===== config.mk =====
export PLATFORM = sky130hd
export DESIGN_NAME = adc_board_command_registers
export DESIGN_NICKNAME = d
export VERILOG_FILES = /design/src/rtl/adc_cmd_pkg.sv /design/src/rtl/cmd_pending_bit.sv /design/src/rtl/adc_board_command_registers.sv
export SDC_FILE = /design/constraint.sdc
export NUM_CORES = 1
export LEC_CHECK = 0
export BUFFER_PORTS_ARGS = -buffer_cell sky130_fd_sc_hd__buf_4
export CORE_ASPECT_RATIO = 0.75
export CORE_MARGIN = 10
export CORE_UTILIZATION = 44
export CTS_CLUSTER_SIZE = 8
export DETAILED_ROUTE_END_ITERATION = 12
export GPL_ROUTABILITY_DRIVEN = 0
export PLACE_DENSITY_LB_ADDON = 0.3
export SYNTH_ARGS = -nofsm -noshare
export SYNTH_HDL_FRONTEND = slang
export SYNTH_SLANG_ARGS = --single-unit

===== constraint.sdc =====
create_clock -name aclk -period 1.4 [get_ports aclk]
set_input_delay 0.07 -clock aclk [delete_from_list [all_inputs] [get_ports aclk]]
set_output_delay 0.07 -clock aclk [all_outputs]
set_load 0.01 [all_outputs]

===== src/rtl/adc_cmd_pkg.sv =====
// package: register map, reset values and carriers of the command register bank
package adc_cmd_pkg;

  // --------------------------------------------------------------------------
  // register indices (byte address is four times the index)
  // --------------------------------------------------------------------------
  localparam logic [5:0] IDX_FLAG_CLEAR  = 6'h1a;
  localparam logic [5:0] IDX_CAL_MASK    = 6'h1c;
  localparam logic [5:0] IDX_CAL_CONFIG  = 6'h1e;
  localparam logic [5:0] IDX_BOARD_RESET = 6'h20;
  localparam logic [5:0] IDX_CAL_START   = 6'h22;
  localparam logic [5:0] IDX_SCAN_ABORT  = 6'h2a;
  localparam logic [5:0] IDX_STATUS      = 6'h30;

  // --------------------------------------------------------------------------
  // field positions and reset values
  // --------------------------------------------------------------------------
  localparam int          CMD_BIT        = 0;
  localparam logic [15:0] CAL_MASK_RST   = 16'h0000;
  localparam logic [7:0]  CAL_CONFIG_RST = 8'h00;
  localparam logic        CMD_RST        = 1'b0;
  localparam int          ST_DATA_READY  = 0;
  localparam int          ST_CFG_DONE    = 1;
  localparam int          ST_SCAN_ACTIVE = 2;
  localparam int          ST_CAL_BUSY    = 3;

  // --------------------------------------------------------------------------
  // command slots
  // --------------------------------------------------------------------------
  localparam int CMD_N   = 4;
  localparam int CMD_CLR = 0;
  localparam int CMD_BRS = 1;
  localparam int CMD_CAL = 2;
  localparam int CMD_ABT = 3;
  localparam logic [5:0] CMD_IDX [CMD_N] = '{IDX_FLAG_CLEAR, IDX_BOARD_RESET,
                                            IDX_CAL_START, IDX_SCAN_ABORT};

  // --------------------------------------------------------------------------
  // bus answers
  // --------------------------------------------------------------------------
  localparam logic [1:0] RESP_OKAY   = 2'h0;
  localparam logic [1:0] RESP_SLVERR = 2'h2;

  // cutoff[3..0] = 1 Hz, 10 Hz, 100 Hz, 1 kHz; range[3..0] = 10 mV, 100 mV, 1 V, 10 V
  typedef struct packed {
    logic [3:0] cutoff;
    logic [3:0] range;
  } cal_config_type;

  typedef struct packed {
    logic data_ready;
    logic config_complete;
    logic scan_active;
    logic reset_done;
    logic cal_done;
    logic abort_done;
  } board_event_type;

  typedef enum logic [1:0] {CAL_IDLE, CAL_HELD, CAL_RUN} cal_state_type;

endpackage


===== src/rtl/cmd_pending_bit.sv =====
// one self-clearing command bit: set by software, cleared when its action is done
`timescale 1ns/1ps
module cmd_pending_bit
  import adc_cmd_pkg::*;
(
  // clock and reset
  input  wire logic aclk,
  input  wire logic aresetn,
  // control
  input  wire logic set,
  input  wire logic done,
  // state
  output logic      pending
);

  logic pending_ff;
  logic nxt_pending;

  // set wins over done, so a fresh command in the finishing cycle survives
  always_comb begin
    nxt_pending = set | (pending_ff & ~done); // RQ15
  end

  always_ff @(posedge aclk) begin
    if (!aresetn) begin
      pending_ff <= CMD_RST;
    end else begin
      pending_ff <= nxt_pending;
    end
  end

  assign pending = pending_ff;

endmodule


===== src/rtl/adc_board_command_registers.sv =====
// command and calibration-setup register bank behind an AXI4-Lite slave
`timescale 1ns/1ps
// Summary of operation
// RQ1 - Writing one to bit 0 of the flag clear register asks the board to clear data-ready and config-complete.
// RQ2 - The flag clear bit falls back to zero only once both flags read low.
// RQ3 - Software writes zero to all reserved command and config bits.
// RQ4 - Mask bit x set puts channel x into the next calibration.
// RQ5 - The channel mask and the config select come out of reset as zero.
// RQ6 - Config bits 7 to 4 pick the 1 Hz, 10 Hz, 100 Hz and 1 kHz cutoffs for calibration.
// RQ7 - Config bits 3 to 0 pick the 10 mV, 100 mV, 1 V and 10 V ranges for calibration.
// RQ8 - A board without filters is set up by software with bits 7 to 5 low and bit 4 high.
// RQ9 - Writing one to the board reset bit runs the reset and returns the setup registers to default.
// RQ10 - The board reset bit clears only when the reset sequence reports done.
// RQ11 - Writing one to the calibration bit calibrates the masked channels with the chosen setup.
// RQ12 - The calibration bit returns to zero when calibration finishes.
// RQ13 - A calibration command waits while a scan is active until the scan is aborted.
// RQ14 - Writing one to the scan abort bit aborts the scan and the bit clears once it is aborted.
// RQ15 - A command bit reads one while pending and writing zero to it does nothing.
module adc_board_command_registers
  import adc_cmd_pkg::*;
#(
  parameter int ADDR_W = 8
) (
  // clock and reset
  input  wire logic          aclk,
  input  wire logic          aresetn,
  // axi4-lite write
  input  wire logic [ADDR_W-1:0] awaddr,
  input  wire logic          awvalid,
  output logic               awready,
  input  wire logic [31:0]   wdata,
  input  wire logic [3:0]    wstrb,
  input  wire logic          wvalid,
  output logic               wready,
  output logic [1:0]         bresp,
  output logic               bvalid,
  input  wire logic          bready,
  // axi4-lite read
  input  wire logic [ADDR_W-1:0] araddr,
  input  wire logic          arvalid,
  output logic               arready,
  output logic [31:0]        rdata,
  output logic [1:0]         rresp,
  output logic               rvalid,
  input  wire logic          rready,
  // board status and completions
  input  board_event_type    board_in,
  // board requests
  output logic               flag_clear_req,
  output logic               board_reset_req,
  output logic               scan_abort_req,
  output logic               cal_start,
  output logic               cal_busy,
  output logic [15:0]        cal_channels,
  output cal_config_type     cal_setup
);

  // --------------------------------------------------------------------------
  // declarations
  // --------------------------------------------------------------------------
  logic              awready_ff, nxt_awready;
  logic              wready_ff, nxt_wready;
  logic              bvalid_ff, nxt_bvalid;
  logic [1:0]        bresp_ff, nxt_bresp;
  logic              aw_got_ff, nxt_aw_got;
  logic              w_got_ff, nxt_w_got;
  logic [ADDR_W-1:0] awaddr_ff, nxt_awaddr;
  logic [15:0]       wdata_ff, nxt_wdata;
  logic [1:0]        wstrb_ff, nxt_wstrb;
  logic              arready_ff, nxt_arready;
  logic              rvalid_ff, nxt_rvalid;
  logic [31:0]       rdata_ff, nxt_rdata;
  logic [1:0]        rresp_ff, nxt_rresp;
  logic [15:0]       cal_mask_ff, nxt_cal_mask;
  cal_config_type    cal_config_ff, nxt_cal_config;
  cal_state_type     cal_state_ff, nxt_cal_state;
  logic              cal_start_ff, nxt_cal_start;
  logic              cal_busy_ff, nxt_cal_busy;
  logic              wr_fire;
  logic [5:0]        wr_idx;
  logic [5:0]        rd_idx;
  logic              wr_hit;
  logic [CMD_N-1:0]  cmd_set;
  logic [CMD_N-1:0]  cmd_done;
  logic [CMD_N-1:0]  cmd_pend;
  logic              reset_finish;

  // --------------------------------------------------------------------------
  // write channel
  // --------------------------------------------------------------------------
  // address and data are latched separately so either may arrive first
  assign wr_fire = aw_got_ff & w_got_ff & ~bvalid_ff;
  assign wr_idx  = awaddr_ff[7:2];

  always_comb begin
    unique case (wr_idx)
      IDX_FLAG_CLEAR, IDX_CAL_MASK, IDX_CAL_CONFIG, IDX_BOARD_RESET,
      IDX_CAL_START, IDX_SCAN_ABORT, IDX_STATUS: wr_hit = 1'b1;
      default: wr_hit = 1'b0;
    endcase
  end

  always_comb begin
    nxt_aw_got = aw_got_ff;
    nxt_w_got  = w_got_ff;
    nxt_awaddr = awaddr_ff;
    nxt_wdata  = wdata_ff;
    nxt_wstrb  = wstrb_ff;
    nxt_bvalid = bvalid_ff;
    nxt_bresp  = bresp_ff;
    if (awvalid && awready_ff) begin
      nxt_aw_got = 1'b1;
      nxt_awaddr = awaddr;
    end
    if (wvalid && wready_ff) begin
      nxt_w_got = 1'b1;
      nxt_wdata = wdata[15:0];
      nxt_wstrb = wstrb[1:0];
    end
    if (wr_fire) begin
      nxt_aw_got = 1'b0;
      nxt_w_got  = 1'b0;
      nxt_bvalid = 1'b1;
      nxt_bresp  = wr_hit ? RESP_OKAY : RESP_SLVERR;
    end else if (bvalid_ff && bready) begin
      nxt_bvalid = 1'b0;
    end
    nxt_awready = ~nxt_aw_got & ~nxt_bvalid;
    nxt_wready  = ~nxt_w_got & ~nxt_bvalid;
  end

  always_ff @(posedge aclk) begin
    if (!aresetn) begin
      aw_got_ff  <= 1'b0;
      w_got_ff   <= 1'b0;
      awaddr_ff  <= '0;
      wdata_ff   <= 16'h0000;
      wstrb_ff   <= 2'h0;
      bvalid_ff  <= 1'b0;
      bresp_ff   <= RESP_OKAY;
      awready_ff <= 1'b1;
      wready_ff  <= 1'b1;
    end else begin
      aw_got_ff  <= nxt_aw_got;
      w_got_ff   <= nxt_w_got;
      awaddr_ff  <= nxt_awaddr;
      wdata_ff   <= nxt_wdata;
      wstrb_ff   <= nxt_wstrb;
      bvalid_ff  <= nxt_bvalid;
      bresp_ff   <= nxt_bresp;
      awready_ff <= nxt_awready;
      wready_ff  <= nxt_wready;
    end
  end

  // --------------------------------------------------------------------------
  // command bits
  // --------------------------------------------------------------------------
  // only a one in the command bit starts an action; zero writes are ignored
  assign reset_finish = cmd_pend[CMD_BRS] & board_in.reset_done;

  always_comb begin
    cmd_done[CMD_CLR] = ~board_in.data_ready & ~board_in.config_complete; // RQ2
    cmd_done[CMD_BRS] = board_in.reset_done; // RQ10
    cmd_done[CMD_CAL] = (cal_state_ff == CAL_RUN) & board_in.cal_done; // RQ12
    cmd_done[CMD_ABT] = board_in.abort_done; // RQ14
  end

  for (genvar i = 0; i < CMD_N; i++) begin : g_cmd
    assign cmd_set[i] = wr_fire & (wr_idx == CMD_IDX[i]) & wstrb_ff[0] & wdata_ff[CMD_BIT]; // RQ15

    cmd_pending_bit u_bit (
      .aclk    (aclk),
      .aresetn (aresetn),
      .set     (cmd_set[i]),
      .done    (cmd_done[i]),
      .pending (cmd_pend[i])
    );
  end

  assign flag_clear_req  = cmd_pend[CMD_CLR]; // RQ1
  assign board_reset_req = cmd_pend[CMD_BRS]; // RQ9
  assign scan_abort_req  = cmd_pend[CMD_ABT]; // RQ14

  // --------------------------------------------------------------------------
  // calibration setup registers
  // --------------------------------------------------------------------------
  // reserved config bits 15..8 are not stored and read as zero
  always_comb begin
    nxt_cal_mask   = cal_mask_ff;
    nxt_cal_config = cal_config_ff;
    if (wr_fire && wr_idx == IDX_CAL_MASK) begin
      if (wstrb_ff[0]) begin
        nxt_cal_mask[7:0] = wdata_ff[7:0];
      end
      if (wstrb_ff[1]) begin
        nxt_cal_mask[15:8] = wdata_ff[15:8];
      end
    end
    if (wr_fire && wr_idx == IDX_CAL_CONFIG && wstrb_ff[0]) begin
      nxt_cal_config = cal_config_type'(wdata_ff[7:0]); // RQ6 RQ7
    end
    // a finished board reset wins over a write in the same cycle
    if (reset_finish) begin
      nxt_cal_mask   = CAL_MASK_RST; // RQ9
      nxt_cal_config = cal_config_type'(CAL_CONFIG_RST);
    end
  end

  always_ff @(posedge aclk) begin
    if (!aresetn) begin
      cal_mask_ff   <= CAL_MASK_RST; // RQ5
      cal_config_ff <= cal_config_type'(CAL_CONFIG_RST);
    end else begin
      cal_mask_ff   <= nxt_cal_mask;
      cal_config_ff <= nxt_cal_config;
    end
  end

  assign cal_channels = cal_mask_ff; // RQ4
  assign cal_setup    = cal_config_ff; // RQ6 RQ7

  // --------------------------------------------------------------------------
  // calibration sequencer
  // --------------------------------------------------------------------------
  // setup is sampled by the board at cal_start; changing it mid-run is unsafe
  always_comb begin
    nxt_cal_state = cal_state_ff;
    nxt_cal_start = 1'b0;
    unique case (cal_state_ff)
      CAL_IDLE: begin
        if (cmd_pend[CMD_CAL]) begin
          nxt_cal_state = CAL_HELD;
        end
      end
      CAL_HELD: begin
        if (!board_in.scan_active) begin
          nxt_cal_state = CAL_RUN; // RQ13
          nxt_cal_start = 1'b1; // RQ11
        end
      end
      CAL_RUN: begin
        if (board_in.cal_done) begin
          nxt_cal_state = CAL_IDLE; // RQ12
        end
      end
    endcase
    nxt_cal_busy = (nxt_cal_state == CAL_RUN);
  end

  always_ff @(posedge aclk) begin
    if (!aresetn) begin
      cal_state_ff <= CAL_IDLE;
      cal_start_ff <= 1'b0;
      cal_busy_ff  <= 1'b0;
    end else begin
      cal_state_ff <= nxt_cal_state;
      cal_start_ff <= nxt_cal_start;
      cal_busy_ff  <= nxt_cal_busy;
    end
  end

  assign cal_start = cal_start_ff;
  assign cal_busy  = cal_busy_ff;

  // --------------------------------------------------------------------------
  // read channel
  // --------------------------------------------------------------------------
  assign rd_idx = araddr[7:2];

  always_comb begin
    nxt_arready = arready_ff;
    nxt_rvalid  = rvalid_ff;
    nxt_rdata   = rdata_ff;
    nxt_rresp   = rresp_ff;
    if (arvalid && arready_ff) begin
      nxt_rvalid = 1'b1;
      nxt_rresp  = RESP_OKAY;
      nxt_rdata  = 32'h0000_0000;
      unique case (rd_idx)
        IDX_FLAG_CLEAR:  nxt_rdata[CMD_BIT] = cmd_pend[CMD_CLR];
        IDX_CAL_MASK:    nxt_rdata[15:0] = cal_mask_ff;
        IDX_CAL_CONFIG:  nxt_rdata[7:0] = cal_config_ff;
        IDX_BOARD_RESET: nxt_rdata[CMD_BIT] = cmd_pend[CMD_BRS];
        IDX_CAL_START:   nxt_rdata[CMD_BIT] = cmd_pend[CMD_CAL];
        IDX_SCAN_ABORT:  nxt_rdata[CMD_BIT] = cmd_pend[CMD_ABT];
        IDX_STATUS: begin
          nxt_rdata[ST_DATA_READY]  = board_in.data_ready;
          nxt_rdata[ST_CFG_DONE]    = board_in.config_complete;
          nxt_rdata[ST_SCAN_ACTIVE] = board_in.scan_active;
          nxt_rdata[ST_CAL_BUSY]    = cal_busy_ff;
        end
        default: nxt_rresp = RESP_SLVERR;
      endcase
    end else if (rvalid_ff && rready) begin
      nxt_rvalid = 1'b0;
    end
    nxt_arready = ~nxt_rvalid;
  end

  always_ff @(posedge aclk) begin
    if (!aresetn) begin
      arready_ff <= 1'b1;
      rvalid_ff  <= 1'b0;
      rdata_ff   <= 32'h0000_0000;
      rresp_ff   <= RESP_OKAY;
    end else begin
      arready_ff <= nxt_arready;
      rvalid_ff  <= nxt_rvalid;
      rdata_ff   <= nxt_rdata;
      rresp_ff   <= nxt_rresp;
    end
  end

  assign awready = awready_ff;
  assign wready  = wready_ff;
  assign bvalid  = bvalid_ff;
  assign bresp   = bresp_ff;
  assign arready = arready_ff;
  assign rvalid  = rvalid_ff;
  assign rdata   = rdata_ff;
  assign rresp   = rresp_ff;

  // --------------------------------------------------------------------------
  // assertions
  // --------------------------------------------------------------------------
  a_flag_clear_set: assert property (@(posedge aclk) disable iff (!aresetn) // RQ1
    cmd_set[CMD_CLR] |=> flag_clear_req)
    else $error("flag clear write did not raise request");

  a_flag_clear_hold: assert property (@(posedge aclk) disable iff (!aresetn) // RQ2
    flag_clear_req && (board_in.data_ready || board_in.config_complete) |=> flag_clear_req)
    else $error("flag clear dropped while a flag is still set");

  a_flag_clear_end: assert property (@(posedge aclk) disable iff (!aresetn) // RQ2
    flag_clear_req && !board_in.data_ready && !board_in.config_complete && !cmd_set[CMD_CLR]
    |=> !flag_clear_req)
    else $error("flag clear stayed set after both flags cleared");

  a_reset_restore: assert property (@(posedge aclk) disable iff (!aresetn) // RQ9
    board_reset_req && board_in.reset_done |=> cal_channels == 16'h0000 && cal_setup == 8'h00)
    else $error("setup registers not restored after board reset");

  a_reset_wait: assert property (@(posedge aclk) disable iff (!aresetn) // RQ10
    board_reset_req && !board_in.reset_done |=> board_reset_req)
    else $error("board reset bit cleared before reset done");

  a_cal_holdoff: assert property (@(posedge aclk) disable iff (!aresetn) // RQ13
    cal_state_ff == CAL_HELD && board_in.scan_active |=> !cal_start && !cal_busy)
    else $error("calibration started during active scan");

  a_cal_launch: assert property (@(posedge aclk) disable iff (!aresetn) // RQ11
    cmd_pend[CMD_CAL] && cal_state_ff == CAL_IDLE ##1 !board_in.scan_active
    |=> cal_start && cal_busy ##1 !cal_start)
    else $error("calibration did not start as a single pulse");

  a_cal_finish: assert property (@(posedge aclk) disable iff (!aresetn) // RQ12
    cal_busy && board_in.cal_done && !cmd_set[CMD_CAL] |=> !cmd_pend[CMD_CAL] && !cal_busy)
    else $error("calibration bit not cleared at completion");

  a_abort_clear: assert property (@(posedge aclk) disable iff (!aresetn) // RQ14
    scan_abort_req && !board_in.abort_done |=> scan_abort_req)
    else $error("abort bit cleared before scan aborted");

  a_zero_write: assert property (@(posedge aclk) disable iff (!aresetn) // RQ15
    wr_fire && wr_idx == IDX_SCAN_ABORT && !wdata_ff[CMD_BIT] && !scan_abort_req
    |=> !scan_abort_req)
    else $error("zero write started an abort");

endmodule


# After elaboration in Yosys (flattened, before gate mapping)
# Cells that the tools add are included.
[op_classes]
eq_ne = 17
mux = 20
bitwise_logic = 39
n_reduce_logical = 15
[op_table]
columns = ["op", "n"]
rows = [
  ["6-bit equality test, second input constant", 8],
  ["6-bit by 5-bit equality test with 1-bit output, second input constant", 6],
  ["1-bit bitwise AND", 23],
  ["7-bit OR reduction", 2],
  ["1-bit NOT", 12],
  ["1-bit two-way mux", 10],
  ["2-bit two-way mux", 5],
  ["3-bit case mux with 3 select lines", 1],
  ["1-bit logical AND", 8],
  ["8-bit two-way mux", 1],
  ["4-bit case mux with 2 select lines", 1],
  ["1-bit case mux with 7 select lines", 1],
  ["2-bit case mux with 3 select lines", 1],
  ["2-bit AND reduction", 3],
  ["2-bit equality test, second input constant", 2],
  ["1-bit bitwise OR", 4],
  ["2-bit by 1-bit equality test with 1-bit output, second input constant", 1],
  ["2-bit zero test", 1],
  ["2-bit OR reduction", 1],
]
[totals]
register_bits = 85
inputBits = 65
out_inout_bits = 70
wordCells = 115

# Logic depth before layout (Yosys ltp)
# Gate-level depths: netlist (run 1).
[logic_depth]
ltp_word = 6
depth_mapped = 6
ltp_nobuf = 6

# Modules after synthesis
# From an unflattened synthesis (run 1), not the netlist that was laid out.
[unflattened]
hier_cells = 384
hier_area_um2 = 3502.1
[by_module_without_submodules]
columns = ["module", "instances", "cells_per_inst", "area_each_um2", "seq_area_each_um2"]
rows = [
  ["adc_board_command_registers", 1, 372, 3337.0, 1541.5],
  ["cmd_pending_bit", 4, 3, 41.3, 20.0],
]

# Worst setup path after synthesis (run 1)
# Ideal clock, no wire load.
[synth_path]
path_kind = "register to register"
startpoint = "register bvalid_ff, in the netlist bvalid"
endpoint = "register cal_mask_ff[12], in the netlist cal_channels[12]"
setup_time_ns = 0.119
t_arrival_ns = 1.442
required_ns = 1.281
setup_slack_ns = -0.162
path_stages_with_launch = 6
n_path_buf = 1
period_less_slack_ns = 1.562
cell_sequence = "dfxtp_1 -> nand3b_1 -> or4_1 -> buf_2 -> mux2i_1 -> nor2_1"
[synth_via]
elab_chain_len = 4
[synth_lines]
columns = ["element", "line", "text"]
rows = [
  ["start: declaration", "adc_board_command_registers.sv:63", "logic bvalid_ff, nxt_bvalid;"],
  ["start signal: assignment", "adc_board_command_registers.sv:149", "bvalid_ff <= nxt_bvalid;"],
  ["1-bit NOT", "adc_board_command_registers.sv:92", "assign wr_fire = aw_got_ff & w_got_ff & ~bvalid_ff;"],
  ["1-bit bitwise AND", "adc_board_command_registers.sv:92", ""],
  ["1-bit logical AND", "adc_board_command_registers.sv:192", "if (wr_fire && wr_idx == IDX_CAL_MASK) begin"],
  ["2-bit AND reduction (no line)", "-", ""],
  ["end signal: assignment", "adc_board_command_registers.sv:215", "cal_mask_ff <= nxt_cal_mask;"],
  ["end: declaration", "adc_board_command_registers.sv:74", "logic [15:0] cal_mask_ff, nxt_cal_mask;"],
]
# No other way between the ends.
# A chain may end at the register's enable or synchronous reset.

# Worst setup path after layout (run 1)
[layout_path]
startpoint = "register wstrb_ff[0]"
endpoint = "register cal_mask_ff[2], in the netlist cal_channels[2]"
[layout_via]
elab_chain_len = 1
[layout_lines]
columns = ["element", "line", "text"]
rows = [
  ["start: declaration", "adc_board_command_registers.sv:69", "logic [1:0] wstrb_ff, nxt_wstrb;"],
  ["start signal: assignment", "adc_board_command_registers.sv:148", "wstrb_ff <= nxt_wstrb;"],
  ["2-bit AND reduction (no line)", "-", ""],
]
# No other way between the ends.

==> results of run 1 <==
-- logic make-up (layout without fill, tap and decap cells) --
kind of cell	count (synthesis)	count (layout)	share of synthesized area (%)
flip-flops	81	81	46.7
buffers and inverters	45	170	7.68
multiplexers	31	31	8.98
AO/OA/AOI/OAI	67	67	13.6
adder cells (fa/ha/maj)	2	2	0.721
AND/OR/NAND/NOR	157	157	22.1
other	1	18	0.108
-- power by group through the flow --
stage | clock network, µW | logic [µW] | registers (µW)
2_1_floorplan | 0 | 298 | 2510
3_3_place_gp | 0 | 522 | 2500
3_5_place_dp | 0 | 531 | 2510
4_1_cts | 1760 | 591 | 2450
5_1_grt | 1830 | 662 | 2460
6_report | 1710 | 598 | 2450
-- critical path, cell delays in order, from the launching register on --
cell and delay (ns):
dfxtp_2 0.33, or2b_4 0.25, or4_4 0.59, mux2i_2 0.22, nor2_1 0.06
-- stage by stage --
step | power, µW | cell area, µm² | TNS (ns) | setup slack [ns] | util, %
detailed placement | 3040 | 4360 | -2.28 | -0.141 | 58.2
global route | 4950 | 4890 | -4.35 | -0.229 | 65.2
finish | 4770 | 4890 | -2.44 | -0.162 | 65.2
global placement | 3030 | 4360 | -1.55 | -0.0813 | 58.2
floorplan | 2810 | 3570 | -1.83 | -0.0926 | -
CTS | 4800 | 4840 | -2.40 | -0.155 | 64.6
-- synthesized netlist by cell type (all sizes together), types with 5 or more instances --
master / count
mux2i: 30
nand3: 9
a21boi: 33
dfxtp: 81
and2: 7
clkbuf: 13
nor2b: 5
a21oi: 11
nor2: 37
nor3b: 7
o21ai: 7
nand2: 66
inv: 8
nor3: 5
buf: 24
-- registers in the layout (all words and copies together), names as in the netlist --
register	cells
bvalid	1
wready	1
rresp	1
awready	1
cal_start	1
g_cmd.u_bit.pending	4
cal_setup	8
wdata_ff	16
cal_state_ff	2
w_got_ff	1
bresp	1
awaddr_ff	6
rvalid	1
rdata	16
cal_busy	1
aw_got_ff	1
wstrb_ff	2
cal_channels	16
arready	1
-- layout make-up --
cell class	count	area (µm²)
clock buffer	12	145
fill	657	2610
inverter	8	40.0
sequential	81	1640
clock inverter	4	52.6
tap	101	126
multi-input combinational	275	1720
timing repair buffer	146	1170
-- what timing repair did --
item                                    4_1_cts  5_1_grt
hold endpoints to repair                     25        0
resized for setup                             4       13
hold buffers                                 25        0
gates cloned                                  0        0
pin swaps                                     4       12
buffers inserted                              2        0
endpoints found under the setup margin       26       31
-- final timing paths --
path	start	to	depth (start not counted)
worst max register to register	wstrb_ff[0]$_SDFFE_PN0P_	cal_channels[2]$_SDFFE_PP0P_	4
worst max-delay path	wstrb_ff[0]$_SDFFE_PN0P_	cal_channels[2]$_SDFFE_PP0P_	4
worst min-delay path	bready	bvalid$_SDFF_PN0_	3
worst min register to register	rdata[13]$_SDFFE_PN0P_	rdata[13]$_SDFFE_PN0P_	2
-- metal layers --
layer / vias up / global-route usage (%) / wire length [µm]
li1: 1551 / - / -
met1: 1411 / 20.6 / 4500
met2: 83 / 25.2 / 4370
met3: 13 / 6.32 / 814
met4: 0 / 4.49 / 127
met5: - / 0 / 0
==> metrics.txt, run 1 <==
Mapped Area 0.00347 mm²; Seq pwr share 51.5%; residual DRC count 0; DIE HEIGHT 96.9 µm; max-slew violation count 0; clk sink count 81; largest net degree at the start of global routing 54; Port Buffers 94; initial antenna violation count 0; FF+latch count, synth 81; core box area 0.00750 mm²; cells after synthesis 384; first-pass GRT wire length 15700 µm; fmax 0.640 GHz; Max IR drop VDD 598 µV; vias in the first global route 3076; Tcrit/Tclk final 112%; antenna viol nets, final 0; DR vias 3058; final setup fails 24; H-tree depth 3; Synth area leader dfxtp_1; Area Growth Syn to Fin 41.0%; failing checks negative setup slack; Initial Utilization 46.3%; cell area power density 975 mW/mm²; DRT Pass-1 Iters 4; GRT Total Usage 16.3%; CP Class reg2reg; final non-filler cell total 627; io pins 135; status finished, violations left; layout cell share with drive strength beyond 1 30.6%; Final #Nets 588; Clock Latency Late Sink 0.36 ns; most common cell after layout, fill and taps aside buf_4; Placed Instances 584; Avg Vias per Cell 4.88; Net Switching 1200 µW; Warnings, synthesis 0; Max Cap Violations 0; final worst slack -0.162 ns; CTS tree yes; grt total ovfl 0; Static Leak 0.00220 µW; initial drt markers 163; P_int 3570 µW; Avg Inst Size Synth 9.04 µm²; total die area 0.0119 mm²; fin crit period 1.56 ns; Hold Vio Cnt, Final 0; # diodes 0; worst-path fanout max 8; prevailing post-synth register cell dfxtp_1; ys async rst share 0%; Clk pin slew, worst setup/hold paths 0.08 ns; crit path DAT 1.81 ns; Synth top area share 46.7%; Comb power frac 12.6%; top cells by area, synth dfxtp_1 (47%), mux2i_1 (8.7%), a21boi_0 (7.1%); CTS Root Cell clkbuf_8; Num CTS Buffers 9; Min-Delay Path Class in2reg; register area share after synthesis 46.7%; Required @ worst endpoint 1.65 ns; DIE WIDTH 123 µm; post-DP HPWL 7280 µm; setup slack, reg-to-reg -0.16 ns; sw frac 25.1%; commonest cells after routing, fill and taps aside buf_4 (120), dfxtp_1 (72), nand2_1 (66); num rows 27; Critical Path Sink Type register; Startpoint Class register; clock share of power 36.0%; clk buf depth 2; total routed wirelength 9810 µm; WL/cell 15.6 µm; Distinct cells, synth 45; RSZ-0062 raised after global routing true; EDFF count, synth 0; Setup Skew 0.0120 ns; hold slack final 0.0110 ns
Note: power is estimated with default switching activity, not from simulation.
==> run 2, diff against run 1 <==
--- a/config.mk
+++ b/config.mk
@@ -5,6 +5,7 @@
 export SDC_FILE = /design/constraint.sdc
 export NUM_CORES = 1
 export LEC_CHECK = 0
+export ABC_AREA = 1
 export BUFFER_PORTS_ARGS = -buffer_cell sky130_fd_sc_hd__buf_4
 export CORE_ASPECT_RATIO = 0.75
 export CORE_MARGIN = 10
==> constraint.sdc (replaced) <==
create_clock -name aclk -period 1.4 [get_ports aclk]
set_input_delay 0.14 -clock aclk [delete_from_list [all_inputs] [get_ports aclk]]
set_output_delay 0.14 -clock aclk [all_outputs]
set_load 0.01 [all_outputs]
==> metrics.txt, run 2 <==
Fill cells 700 (+6.5%); first-pass GRT wire length 14400 µm (-8.7%); Port Buffers 94 (unchanged); GRT Total Usage 14.7% (-1.7 points); residual DRC count 0 (unchanged); Setup Skew 0.00617 ns (-0.00578 ns); Pwr Total 4750 µW (-0.40%); # hold bufs at CTS 0 (-100%); max-slew violation count 0 (unchanged); cells after synthesis 456 (+19%); P_int 3520 µW (-1.3%); largest net degree at the start of global routing 40 (-26%); clk sink count 81 (unchanged); final worst slack 0.0597 ns (+0.222 ns); post-DP HPWL 7150 µm (-1.8%); DR vias 3098 (+1.3%); total routed wirelength 9150 µm (-6.7%); Compound-Gate Fraction of Synth Area 15.4% (+1.7 points); Placed Instances 643 (+10%); final setup fails 0 (-100%); Tcrit/Tclk final 95.7% (-16 points); Register Area 0.00162 mm² (-0.84%); io pins 135 (unchanged); post-synthesis simple-gate area fraction 26.7% (+4.6 points); FF+latch count, synth 81 (unchanged); Comb power frac 12.1% (-0.5 points); Final #Nets 621 (+5.6%); RSZ-0062 raised after global routing true; Critical R2R Capture cal_busy$_SDFF_PN0_; vias in the first global route 2867 (-6.8%); most frequent cell after synthesis nor2_1; fmax 0.746 GHz (+17%); Initial Utilization 46.4% (+0.10 points); clock share of power 35.3% (-0.7 points); Worst R2R Start cal_state_ff[0]$_SDFF_PN0_; Max Cap Violations 0 (unchanged); commonest cells after routing, fill and taps aside buf_4 (101), nor2_1 (94), dfxtp_1 (79); CP Class reg2reg; Required @ worst endpoint 1.64 ns (about the same); fin crit period 1.34 ns (-0.222 ns); Avg Inst Size Synth 7.63 µm² (-16%); setup slack, reg-to-reg 0.06 ns (+0.22 ns); R2R depth 7 (+3); Startpoint Class register; DIE HEIGHT 97.0 µm (about the same); Max IR drop VDD 627 µV (+4.9%); Net Switching 1220 µW (+2.3%); EDFF count, synth 0 (unchanged); Min-Delay Path Class in2reg; num rows 27 (unchanged); Synth top area share 46.6% (-0.10 points); hold path depth 3 (unchanged); status finished, final reports clean; antenna viol nets, final 0 (unchanged); Num CTS Buffers 9 (unchanged); top cells by area, synth dfxtp_1 (47%), nor2_1 (10%), o21ai_0 (8.3%); cell area power density 1060 mW/mm² (+8.8%); # diodes 0 (unchanged); Min-Delay Endpoint wdata_ff[9]$_SDFFE_PN0P_; Seq pwr share 52.7% (+1.2 points); commonest cells in the netlist nor2_1 (94), dfxtp_1 (81), nand2_1 (58), o21ai_0 (58), inv_1 (29); Hold Vio Cnt, Final 0 (unchanged); Clock Latency Late Sink 0.34 ns (-0.02 ns); crit path DAT 1.58 ns (-0.23 ns); Critical Path Sink Type register; Post-DP Area 0.00424 mm² (-2.8%); multiplexer share of the synthesized area 0% (-9.0 points); Warnings, synthesis 0 (unchanged); CTS Root Cell clkbuf_8; layout cell share with drive strength beyond 1 27.5% (-3.1 points); most common cell after layout, fill and taps aside buf_4; worst-path fanout max 3 (-5); largest family of logic cells by synthesized area simple AND/OR/NAND/NOR gates; hold slack final 0.0438 ns (+0.0328 ns); CTS tree yes; clk buf depth 2 (unchanged); WL/cell 13.9 µm (-11%); worst slack, placed 0.0163 ns (+0.157 ns); Static Leak 0.00206 µW (-6.3%); Area Growth Syn to Fin 28.7%; grt total ovfl 0 (unchanged); Synth Area in XOR/XNOR 0% (unchanged); DIE WIDTH 123 µm (about the same); core box area 0.00750 mm² (unchanged); Multi-input gate area 0.00157 mm² (-8.4%); register area share after synthesis 46.6% (-0.10 points); Final Instance Area 0.00448 mm² (-8.5%); Avg Vias per Cell 4.69 (-3.8%); ys async rst share 0% (unchanged); final non-filler cell total 660 (+5.3%); total die area 0.0119 mm² (+0.18%); H-tree depth 3 (unchanged); Synth Area in Adders 0.720% (-0.0016 points); DRT Pass-1 Iters 4 (unchanged); Distinct cells, synth 36 (-20%); Synth area leader dfxtp_1; initial drt markers 196 (+20%); prevailing post-synth register cell dfxtp_1; HP Start wdata[9]; sw frac 25.8% (+0.68 points); initial antenna violation count 0 (unchanged); Clk pin slew, worst setup/hold paths 0.08 ns (about the same); Mapped Area 0.00348 mm² (+0.22%)
-- run 2: cell types whose count changed in the layout (fill, tap and decap cells not counted), sizes merged, moves of 7 or more --
cell,change
buf,-18
dlygate4sd3,-25
inv,+29
nor2,+65
nand3,+12
mux2i,-30
a21oi,+19
o21ai,+56
clkinv,+7
nor3b,-7
a21boi,-33
-- run 2: critical path: stages (launching register included) --
cell and delay [ns]:
dfxtp_2 0.33, inv_1 0.10, ha_4 0.14, inv_1 0.03, nor2_1 0.14, a211oi_1 0.07
or2_2 0.28, and2_1 0.14
-- run 2: metrics by stage --
| step | TNS [ns] | utilization (%) |
|---|---|---|
| after global placement | 0 | 56.5 |
| after global routing | -0.0709 | 59.7 |
| after detailed placement | 0 | 56.5 |
| after CTS | 0 | 59.3 |
| final | 0 | 59.7 |
| after floorplan | 0 | - |
-- run 2: how the worst max path moves through the flow --
stage	slack (ns)	from	endpoint	cells past startpoint
finish	0.06	cal_state_ff[0]$_SDFF_PN0_	cal_busy$_SDFF_PN0_	7
global route	-0.07	cal_state_ff[1]$_SDFF_PN0_	cal_busy$_SDFF_PN0_	7
CTS	0.05	cal_state_ff[0]$_SDFF_PN0_	cal_busy$_SDFF_PN0_	7
detailed placement	0.02	cal_state_ff[0]$_SDFF_PN0_	cal_busy$_SDFF_PN0_	6
global placement	0.08	cal_state_ff[0]$_SDFF_PN0_	cal_busy$_SDFF_PN0_	5
floorplan	0.11	cal_state_ff[0]$_SDFF_PN0_	cal_busy$_SDFF_PN0_	5
-- run 2: cell families (layout without fill, tap and decap cells) --
group	after synthesis	after routing
DFF	81	81
buffers and inverters	73	159
other	1	18
AOI/OAI and AO/OA	100	100
adders and majority gates	2	2
and+or+nand+nor	199	199
-- run 2: cell type report --
type | count | share of cell area [%]
clock buffer | 10 | 3.08
clock inverter | 6 | 1.29
inverter | 40 | 3.55
multi-input combinational | 319 | 35.1
sequential | 81 | 36.3
tap | 101 | 2.82
timing repair buffer | 103 | 17.8
-- run 2: timing repair --
| action | CTS | global route |
|---|---|---|
| pin swaps | 2 | 1 |
| resized for setup | 2 | 5 |
| setup buffers | 0 | 1 |
| setup endpoints to repair | 1 | 6 |
-- run 2: per-layer routing --
layer	vias up	part of all wire [%]	GRT usage, %
li1	1641	-	-
met1	1343	46	19.2
met2	108	43	21.9
met3	6	9.7	6.14
met4	0	0.83	3.23
met5	-	0	0
-- run 2: power groups by stage --
stage	registers (µW)	clock network [µW]	logic (µW)
floorplan	2560	0	348
finish	2500	1670	573
global placement	2550	0	562
detailed placement	2550	0	573
CTS	2500	1710	575
global route	2520	1820	653
